$ cat src/aps_map.svh
// Register map, field layout, reset values and serial frame layout of the segment bank
// What this block does
// Segments shape the pulse only in arbitrary mode
// Eight segments together span one master period
// Amplitude is bits 6..0, bit 7 reserved
// Amplitude is signed magnitude, bit 6 sign
// Address 01010 feeds segment three
// Address 01011 feeds segment four
// Address 01100 feeds segment five
// Address 01101 feeds segment six
// Addresses 01000, 01001 feed segments one, two
// Addresses 01110, 01111 feed segments seven, eight
// Segments play one to eight, each one eighth
// Registers read back last write, reset zero
`ifndef APS_MAP_SVH
`define APS_MAP_SVH

`define APS_ADDR_W 5
`define APS_DATA_W 8
`define APS_NUM_SEG 8
`define APS_SLOT_W 3
`define APS_LAST_SLOT 3'h7
`define APS_SIGN_BIT 6
`define APS_MAG_MSB 5
`define APS_AMP_MSB 6

`define APS_REG_SEG1 5'h08
`define APS_REG_SEG2 5'h09
`define APS_REG_SEG3 5'h0A
`define APS_REG_SEG4 5'h0B
`define APS_REG_SEG5 5'h0C
`define APS_REG_SEG6 5'h0D
`define APS_REG_SEG7 5'h0E
`define APS_REG_SEG8 5'h0F
`define APS_SEG_RESET 8'h00
`define APS_UNMAPPED_READ 8'h00

`define APS_PIN_IDLE 3'h4
`define APS_BIT_CNT_W 4
`define APS_BIT_RW 4'h0
`define APS_BIT_ADDR_LAST 4'h5
`define APS_BIT_HDR_LAST 4'h7
`define APS_BIT_FRAME_LAST 4'hF

`endif

$ cat src/aps_pkg.sv
// Types shared by the segment register bank and the segment player
package aps_pkg;
`include "aps_map.svh"

	typedef struct packed {
		logic cs_n;
		logic sclk;
		logic sdi;
	} aps_host_in_t;

	typedef enum logic [4:0] {
		APS_ST_IDLE = 5'h01,
		APS_ST_HDR = 5'h02,
		APS_ST_WR = 5'h04,
		APS_ST_RD = 5'h08,
		APS_ST_END = 5'h10
	} aps_ser_st_t;

	typedef struct packed {
		logic sign;
		logic [`APS_MAG_MSB:0] mag;
	} aps_amp_t;

	typedef struct packed {
		logic active;
		logic [`APS_SLOT_W-1:0] slot;
		aps_amp_t amp;
	} aps_seg_out_t;

	typedef struct packed {
		aps_ser_st_t st;
		aps_host_in_t meta;
		aps_host_in_t sync;
		logic sclk_prev;
		logic [`APS_BIT_CNT_W-1:0] bit_cnt;
		logic rw;
		logic [`APS_ADDR_W-1:0] addr;
		logic [`APS_DATA_W-1:0] shreg;
		logic sdo;
		logic sdo_oe;
		logic [`APS_NUM_SEG-1:0][`APS_DATA_W-1:0] regs;
	} aps_regs_state_t;

	typedef struct packed {
		logic active;
		logic [`APS_SLOT_W-1:0] slot;
		logic neg;
		aps_seg_out_t out;
	} aps_play_state_t;
endpackage

$ cat src/aps_seg_player.sv
// Plays the eight segment amplitudes in order, one per segment tick
`timescale 1ns/1ns
`include "aps_map.svh"
module aps_seg_player (
	input wire logic clk_sys,
	input wire logic rst,
	input wire aps_pkg::aps_amp_t [`APS_NUM_SEG-1:0] amps,
	input wire logic arb_mode_sel,
	input wire logic pulse_start,
	input wire logic pulse_neg,
	input wire logic seg_tick,
	output aps_pkg::aps_seg_out_t seg_out
);
	import aps_pkg::*;

	aps_play_state_t q;
	aps_play_state_t d;

	// Sign flip lets the line coder send alternate marks without a second table
	function automatic aps_seg_out_t seg_word(input aps_amp_t a, input logic [2:0] s,
		input logic n);
		aps_seg_out_t w;
		w.active = 1'b1;
		w.slot = s;
		w.amp.sign = a.sign ^ n;
		w.amp.mag = a.mag;
		return w;
	endfunction

	always_comb begin
		d = q;
		if (!arb_mode_sel) begin
			d = '0;
		end else if (pulse_start) begin
			d.active = 1'b1;
			d.slot = '0;
			d.neg = pulse_neg;
			d.out = seg_word(amps[0], 3'h0, pulse_neg);
		end else if (q.active && seg_tick) begin
			if (q.slot == `APS_LAST_SLOT) begin
				d.active = 1'b0;
				d.out = '0;
			end else begin
				d.slot = 3'(q.slot + 3'h1);
				d.out = seg_word(amps[d.slot], d.slot, q.neg);
			end
		end
		if (rst) begin
			d = '0;
		end
	end

	always_ff @(posedge clk_sys) begin
		q <= d;
	end

	assign seg_out = q.out;
endmodule

$ cat src/aps_regs.sv
// Serial host register bank for the arbitrary transmit pulse segment amplitudes
`timescale 1ns/1ns
`include "aps_map.svh"
module aps_regs (
	input wire logic clk_sys,
	input wire logic rst,
	input wire aps_pkg::aps_host_in_t host_in,
	output logic host_sdo,
	output logic host_sdo_oe,
	input wire logic arb_mode_sel,
	input wire logic pulse_start,
	input wire logic pulse_neg,
	input wire logic seg_tick,
	output aps_pkg::aps_seg_out_t seg_out
);
	import aps_pkg::*;

	aps_regs_state_t q;
	aps_regs_state_t d;
	aps_amp_t [`APS_NUM_SEG-1:0] amps;
	logic sclk_rise;
	logic sclk_fall;
	logic hit;
	logic [`APS_SLOT_W-1:0] slot;

	// Address to segment slot; shared by the read and write paths
	function automatic logic [3:0] seg_slot(input logic [`APS_ADDR_W-1:0] a);
		logic [3:0] r;
		r = 4'h0;
		case (a)
			`APS_REG_SEG1: r = 4'h8;
			`APS_REG_SEG2: r = 4'h9;
			`APS_REG_SEG3: r = 4'hA;
			`APS_REG_SEG4: r = 4'hB;
			`APS_REG_SEG5: r = 4'hC;
			`APS_REG_SEG6: r = 4'hD;
			`APS_REG_SEG7: r = 4'hE;
			`APS_REG_SEG8: r = 4'hF;
			default: r = 4'h0;
		endcase
		return r;
	endfunction

	// Reserved bit 7 is stored too, so a read returns exactly what was written
	generate
		for (genvar g = 0; g < `APS_NUM_SEG; g++) begin : g_amp
			assign amps[g] = q.regs[g][`APS_AMP_MSB:0];
		end
	endgenerate

	// Only the synchronised copies are looked at, never the first stage
	assign sclk_rise = q.sync.sclk & ~q.sclk_prev;
	assign sclk_fall = ~q.sync.sclk & q.sclk_prev;

	always_comb begin
		logic [3:0] sel;
		sel = seg_slot(q.addr);
		hit = sel[3];
		slot = sel[2:0];
	end

	always_comb begin
		logic [3:0] wsel;
		logic [`APS_DATA_W-1:0] wdata;
		d = q;
		wsel = 4'h0;
		wdata = {q.shreg[6:0], q.sync.sdi};
		d.meta = host_in;
		d.sync = q.meta;
		d.sclk_prev = q.sync.sclk;
		if (q.sync.cs_n) begin
			// Deselect aborts any frame; a partial write never lands
			d.st = APS_ST_IDLE;
			d.bit_cnt = '0;
			d.sdo = 1'b0;
			d.sdo_oe = 1'b0;
		end else begin
			case (q.st)
				APS_ST_IDLE: begin
					d.bit_cnt = '0;
					d.st = APS_ST_HDR;
				end
				APS_ST_HDR: begin
					if (sclk_rise) begin
						d.bit_cnt = 4'(q.bit_cnt + 4'h1);
						if (q.bit_cnt == `APS_BIT_RW) begin
							d.rw = q.sync.sdi;
						end else if (q.bit_cnt <= `APS_BIT_ADDR_LAST) begin
							d.addr = {q.addr[3:0], q.sync.sdi};
						end
						if (q.bit_cnt == `APS_BIT_HDR_LAST) begin
							if (q.rw) begin
								wsel = seg_slot(q.addr);
								d.shreg = wsel[3] ? q.regs[wsel[2:0]] : `APS_UNMAPPED_READ;
								d.sdo = d.shreg[7];
								d.sdo_oe = 1'b1;
								d.st = APS_ST_RD;
							end else begin
								d.st = APS_ST_WR;
							end
						end
					end
				end
				APS_ST_WR: begin
					if (sclk_rise) begin
						d.shreg = wdata;
						d.bit_cnt = 4'(q.bit_cnt + 4'h1);
						if (q.bit_cnt == `APS_BIT_FRAME_LAST) begin
							if (hit) begin
								d.regs[slot] = wdata;
							end
							d.st = APS_ST_END;
						end
					end
				end
				APS_ST_RD: begin
					if (sclk_fall) begin
						d.shreg = {q.shreg[6:0], 1'b0};
						d.sdo = q.shreg[6];
					end
					if (sclk_rise) begin
						d.bit_cnt = 4'(q.bit_cnt + 4'h1);
						if (q.bit_cnt == `APS_BIT_FRAME_LAST) begin
							d.sdo_oe = 1'b0;
							d.st = APS_ST_END;
						end
					end
				end
				APS_ST_END: begin
					d.sdo_oe = 1'b0;
				end
				default: begin
					d.st = APS_ST_IDLE;
				end
			endcase
		end
		if (rst) begin
			d = '0;
			d.st = APS_ST_IDLE;
			d.meta = `APS_PIN_IDLE;
			d.sync = `APS_PIN_IDLE;
			d.regs = {`APS_NUM_SEG{`APS_SEG_RESET}};
		end
	end

	always_ff @(posedge clk_sys) begin
		q <= d;
	end

	assign host_sdo = q.sdo;
	assign host_sdo_oe = q.sdo_oe;

	aps_seg_player u_player (
		.clk_sys(clk_sys),
		.rst(rst),
		.amps(amps),
		.arb_mode_sel(arb_mode_sel),
		.pulse_start(pulse_start),
		.pulse_neg(pulse_neg),
		.seg_tick(seg_tick),
		.seg_out(seg_out)
	);
endmodule

$ cat config.mk
export PLATFORM = sky130hd
export DESIGN_NAME = aps_regs
export DESIGN_NICKNAME = d
export VERILOG_FILES = /design/src/aps_pkg.sv /design/src/aps_seg_player.sv /design/src/aps_regs.sv
export VERILOG_INCLUDE_DIRS = /design/src
export SDC_FILE = /design/constraint.sdc
export NUM_CORES = 1
export LEC_CHECK = 0
export BUFFER_PORTS_ARGS = -buffer_cell sky130_fd_sc_hd__buf_2
export CORE_ASPECT_RATIO = 1.2
export CORE_MARGIN = 8
export CORE_UTILIZATION = 55
export CTS_BUF_LIST = sky130_fd_sc_hd__clkbuf_16
export CTS_CLUSTER_DIAMETER = 120
export DETAILED_ROUTE_END_ITERATION = 16
export PLACE_DENSITY = 0.72
export RECOVER_POWER = 25
export SLEW_MARGIN = 5
export SYNTH_ARGS = -nofsm -noshare
export SYNTH_HDL_FRONTEND = slang
export SYNTH_HIERARCHICAL = 1
export SYNTH_SLANG_ARGS = --single-unit
$ cat constraint.sdc
create_clock -name clk_sys -period 2.75 [get_ports clk_sys]
set_input_delay 0.1375 -clock clk_sys [delete_from_list [all_inputs] [get_ports clk_sys]]
set_output_delay 0.1375 -clock clk_sys [all_outputs]
set_load 0.005 [all_outputs]
==> impl_metrics.yaml, run 1 <==
worst_setup_path:
  crit_path_end_kind: "flop"
  required_ns: 2.98
  crit_top_cell: "or3_1"
  crit_path_max_incr_delay_ns: 0.61
  cp_max_fo: 12
  worstPathArrival_ns: 2.76
  path_cells: "or3_1 > or4_4 > or3_1 > mux2i_1 > nor2_1"
  start_kind: "flop"
  crit_type: "flop to flop"
  r2r_start: "q[92]"
  cpMaxStageDelayCell: "or4_4"
  startpoint: "q[92]"
sta:
  hold_viol: 0
  setup_viol: 0
  fmax_mhz: 394
  rsz0062_at_grt: "false"
  timing.final.crit_share_pct: 92.2
  min_period_ns: 2.54
  skew_ns: 0.00462
  worstMarginPinSlew_ns: 1.88
  finalWorstSetupSlack_ns: 0.213
  fin_tns_setup_ns: 0
  slew_violations: 44
  max_slew_margin_pct: -25.4
routing:
  dr.pass1.iters: 5
  ant_nets: 0
  drt-initial-drc-count: 263
  wl_microns: 14000
  drc_errors: 0
  vias: 4582
  wl_per_cell_microns: 18.3
  viasPerCell: 6.01
global_routing:
  grt_usage_pct: 20.7
  antenna_found_initial: 0
  overflow: 0
  grt_max_degree: 49
  grt_pass1_vias: 4519
  grt_pass1_wl_microns: 22700
cells_and_area:
  diodes: 0
  area_growth_pct: 13.7
  layout-drive-gt1-share_pct: 15.0
  nets: 637
logic_synthesis:
  synth.area.mux_share_pct: 23.9
  synth_fa_ha_area_share_pct: 1.30
  synthXorXnorAreaFrac_pct: 0.760
  seq_area_frac_synth_pct: 40.0
  synth_async_sr_flop_share_pct: 0
  synth_top_family_by_area: "multiplexers"
  syn_nets: 614
  yosys.area.top_type: "dfxtp_1"
  synth.distinct_cells: 59
  synth-simple-area-share_pct: 17.9
  synth_edf_count: 0
  yosys_register_bits: 115
  synth_compound_area_share_pct: 10.6
  syn_area_sq_um: 5760
  syn_inst: 599
  netlist_top_cells_area: "dfxtp_1 40%, mux2i_1 18%, nor2_1 6.7%, mux4_1 3.2%, mux4_2 3.1%"
  ys_warn_count: 6
  ys_dominant_reg_cell: "dfxtp_1"
  yosys.area.top_type_share_pct: 40.0
  synth_area_per_cell_sq_um: 9.61
clock_network:
  clock_path_buffers: 2
  holdBufCountCts: 5
  ctsResizeCount: 0
  cts_tree: "yes"
  cts_sinks: 115
  clock_latency_ns: 0.41
  postCtsSetupBuffers: 0
  cts_buffers: 17
  cts_root_buffer: "clkbuf_16"
  clk_pin_slew_worst_paths_ns: 0.05
  htree_levels: 4
die:
  core_area_sq_um: 10400
  die_w_microns: 109
  dieHeight_microns: 128
  num_rows: 41
  die-area_sq_um: 14000
  io_pins: 22
  initial_core_util_pct: 55.6
placed_design:
  port_buffers: 21
  hpwl_microns: 9640
  pre_cts_slack_ns: 0.291
  finalWeightedCongestion: 0.889
power:
  ir_drop_mv: 0.409
  p_leak_nw: 2.48
  power_density_nw_per_um2: 574
outcome:
  violations: "capacitance limit, slew limit"
  status: "complete, but fails checks"
min_path:
  min_from: "pulse_start"
  hp-class: "input pin to flop"
run:
  cap_violations: 1
## registers in the layout, summed over array words and instances (netlist names), named ones only
signal and flops:
amps 56, q 37, host_sdo 1, u_player/q 5, u_player/seg_out 11, host_sdo_oe 1
## synth_stat cells (all sizes together), types with 3 or more instances
| cell type | number |
|---|---|
| a21oi | 30 |
| a22oi | 6 |
| a311oi | 9 |
| a31oi | 8 |
| and2 | 7 |
| buf | 27 |
| clkbuf | 27 |
| dfxtp | 115 |
| ha | 6 |
| inv | 9 |
| mux2i | 101 |
| mux4 | 15 |
| nand2 | 20 |
| nand2b | 9 |
| nand3 | 9 |
| nand4 | 3 |
| nor2 | 103 |
| nor2b | 9 |
| nor3 | 8 |
| nor3b | 3 |
| nor4 | 5 |
| o2111ai | 8 |
| o21ai | 11 |
| o22ai | 8 |
| or2 | 7 |
| or3 | 4 |
| xor2 | 3 |
## layer usage
| metal | up-vias | wire (microns) | track usage [%] |
|---|---|---|---|
| met2 | 154 | 7180 | 35.4 |
| met3 | 34 | 881 | 6.04 |
| met4 | 0 | 405 | 9.87 |
| met5 | - | 0 | 0 |
| met1 | 2193 | 5510 | 22.9 |
| li1 | 2201 | - | - |
## cells in the final DEF, fill, tap and decap left out, types with 8 or more instances in the layout
| cell | count |
|---|---|
| nor2b_1 | 9 |
| nand2b_1 | 8 |
| nand3_1 | 9 |
| o22ai_1 | 8 |
| clkbuf_16 | 17 |
| buf_4 | 29 |
| a31oi_1 | 8 |
| clkbuf_1 | 8 |
| a21oi_1 | 30 |
| nor2_1 | 103 |
| o21ai_0 | 11 |
| o2111ai_1 | 8 |
| buf_2 | 15 |
| a311oi_1 | 9 |
| mux4_2 | 8 |
| nand2_1 | 20 |
| mux2i_1 | 101 |
| inv_1 | 15 |
| dfxtp_1 | 115 |
## final cells by class
| class | count | area, sq um |
|---|---|---|
| Sequential cell | 115 | 2300 |
| Clock buffer | 17 | 425 |
| Multi-Input combinational cell | 421 | 3140 |
| Tap cell | 129 | 161 |
| Clock inverter | 14 | 110 |
| Fill cell | 853 | 3810 |
| Inverter | 9 | 33.8 |
| Timing Repair Buffer | 58 | 378 |
## path summary, 6_finish.rpt
kind / endpoint / slack (ns) / depth (start not counted)
setup / recovery: amps[9] / 0.21 / 5
hold reg to reg: q[87] / 0.41 / 1
hold / removal: u_player/q[15] / 0.08 / 3
setup reg to reg: amps[9] / 0.21 / 5
## report_power, final
group	switching [mW]	internal, mW
registers	0.00990	1.68
clock network	0.707	1.29
logic	0.0479	0.0267
total	0.765	2.99
## stage by stage
stage | hold slack, ns | instances | utilization, % | cell area [sq um] | power (mW)
floorplan | 0.241 | 599 | - | 5760 | 1.77
global placement | 0.324 | 727 | 57.7 | 5980 | 1.79
detailed placement | 0.322 | 727 | 57.7 | 5980 | 1.79
CTS | 0.0667 | 763 | 63.4 | 6570 | 3.79
global route | 0.0984 | 763 | 63.2 | 6550 | 3.88
finish | 0.0849 | 763 | 63.2 | 6550 | 3.76
## worst max-delay path: cells and delay by family, from the launching register on
| family | cells | cell delay, ns |
|---|---|---|
| DFF | 1 | 0.41 |
| muxes | 1 | 0.24 |
| and+or+nand+nor | 4 | 1.70 |
## cells by family (layout without fill, tap and decap cells)
kind of cell               count (synthesis)  in the layout
DFF                                      115            115
xor gates and xnor gates                   5              5
and+or+nand+nor                          201            201
buffers and inverters                     63             98
muxes                                    116            116
AOI/OAI and AO/OA                         93             93
adders and majority gates                  6              6
Note: power is estimated with default switching activity, not from simulation.
==> run 2, diff against run 1 <==
PLACE_DENSITY = not set   (was 0.72)
PLACE_DENSITY_LB_ADDON = 0.25   (was not set)
==> run 2 against run 1 <==
The flow still finishes with violations (capacitance limit, slew limit). Core utilization fell by 0.47 points. Non-clock buffer count down 4. Critical path depth stayed put. Critical endpoint is now amps[12].
==> impl_metrics.yaml, run 2 (same netlist as run 1, synthesis figures left out) <==
clock_network:
  ctsResizeCount: 0
  cts_tree: "yes"
  cts_sinks: 115
  cts_buffers: 17
  cts_root_buffer: "clkbuf_16"
  clock_path_buffers: 2
  clk_pin_slew_worst_paths_ns: 0.05
  clock_latency_ns: 0.41
  htree_levels: 4
worst_setup_path:
  path_cells: "or3_1 > or4_4 > or3_1 > mux2i_1 > nor2_1"
  cp_max_fo: 13
  crit_buf_inv: 0
  worstPathArrival_ns: 2.77
  required_ns: 2.97
  start_kind: "flop"
  crit_path_end_kind: "flop"
  crit_path_max_incr_delay_ns: 0.62
  crit_top_cell: "or3_1"
  crit_family: "simple AND/OR/NAND/NOR gates"
  cpMaxStageDelayCell: "or4_4"
  crit_type: "flop to flop"
power:
  ir_drop_mv: 0.351
  power_frac_seq_pct: 45.3
  p_leak_nw: 2.41
  combPwrFrac_pct: 2.0
  p_switching_mw: 0.810
  swShare_pct: 21.8
  power_density_nw_per_um2: 573
  power.internal_mw: 2.91
  pwr-share-clk_pct: 52.7
die:
  initial_core_util_pct: 55.6
  die_w_microns: 109
  io_pins: 22
  core_area_sq_um: 10400
  num_rows: 41
  die-area_sq_um: 14000
  dieHeight_microns: 128
placed_design:
  dp_cells: 724
  port_buffers: 21
  hpwl_microns: 9640
  finalWeightedCongestion: 0.881
sta:
  slew_violations: 90
  hold_viol: 0
  rsz0062_at_grt: "false"
  worstMarginPinSlew_ns: 1.70
  skew_ns: 0.00988
  fin_tns_setup_ns: 0
  timing.final.crit_share_pct: 92.6
  max_slew_margin_pct: -13.3
  fmax_mhz: 393
  min_period_ns: 2.55
  setup_viol: 0
cells_and_area:
  fin_cells: 760
  nets: 633
  largest_reg_flops: 56
  layout-drive-gt1-share_pct: 14.1
  diodes: 0
  fillers: 873
  layout_commonest_cell: "dfxtp_1"
  seq_area_sq_um: 2300
  multiInputGateArea_sq_um: 3140
  final_cell_mix: "115 x dfxtp_1, 103 x nor2_1, 101 x mux2i_1"
  area_growth_pct: 12.8
outcome:
  violations: "capacitance limit, slew limit"
  status: "complete, but fails checks"
global_routing:
  grt_usage_pct: 21.2
  grt_pass1_wl_microns: 23300
  grt_max_degree: 90
  antenna_found_initial: 0
  overflow: 0
  grt_pass1_vias: 4552
routing:
  viasPerCell: 5.96
  vias: 4532
  dr.pass1.iters: 5
  wl_microns: 13900
  drc_errors: 0
  drt-initial-drc-count: 228
  wl_per_cell_microns: 18.3
  ant_nets: 0
min_path:
  hp-class: "input pin to flop"
run:
  cap_violations: 1
## run 2: final timing paths
kind,slack (ns),depth (start not counted),end,startpoint
worst min-delay path,0.07,3,u_player/q[11],pulse_neg
worst max register to register,0.20,5,amps[12],q[91]
worst min register to register,0.41,1,q[87],q[90]
worst max-delay path,0.20,5,amps[12],q[91]
## run 2: what timing repair did
| item | 4_1_cts | 5_1_grt |
|---|---|---|
| endpoints found under the hold margin | 4 | 0 |
| hold buffers | 4 | 0 |
| buffers inserted | 0 | 0 |
## run 2: through the flow
stage / total power, mW / setup slack (ns) / utilization [%] / hold slack, ns / area, sq um
6_report: 3.72 / 0.203 / 62.7 / 0.0672 / 6500
5_1_grt: 3.83 / 0.0869 / 62.7 / 0.0795 / 6500
4_1_cts: 3.74 / 0.248 / 63.0 / 0.0577 / 6520
3_5_place_dp: 1.79 / 0.267 / 57.5 / 0.326 / 5960
3_3_place_gp: 1.79 / 0.314 / 57.5 / 0.325 / 5960
2_1_floorplan: 1.77 / 0.461 / - / 0.241 / 5760
## run 2: layout make-up
| class | count | share of cell area, % |
|---|---|---|
| inverters | 9 | 0.520 |
| clock buffers | 17 | 6.55 |
| flip-flops and latches | 115 | 35.4 |
| repair buffers | 54 | 5.20 |
| multi-input cells | 421 | 48.3 |
| well taps | 129 | 2.48 |
| clock inverters | 15 | 1.56 |
## run 2: layer usage
layer | track usage (%) | wire length [microns] | share of wire [%]
met2 | 35.0 | 6950 | 50
met1 | 25.0 | 5980 | 43
met3 | 4.68 | 711 | 5.1
met5 | 0 | 0 | 0
met4 | 10.9 | 298 | 2.1
## run 2: power groups by stage
| stage | Clock, mW | Combinational [mW] | Sequential [mW] |
|---|---|---|---|
| 2_1_floorplan | 0 | 0.0560 | 1.71 |
| 3_3_place_gp | 0 | 0.0702 | 1.72 |
| 3_5_place_dp | 0 | 0.0713 | 1.72 |
| 4_1_cts | 1.98 | 0.0760 | 1.68 |
| 5_1_grt | 2.06 | 0.0821 | 1.68 |
| 6_report | 1.96 | 0.0746 | 1.68 |
## run 2: worst min-delay path, cell delays in order
cell and delay, ns:
buf_2 0.10, mux2i_1 0.08, nor2_1 0.11
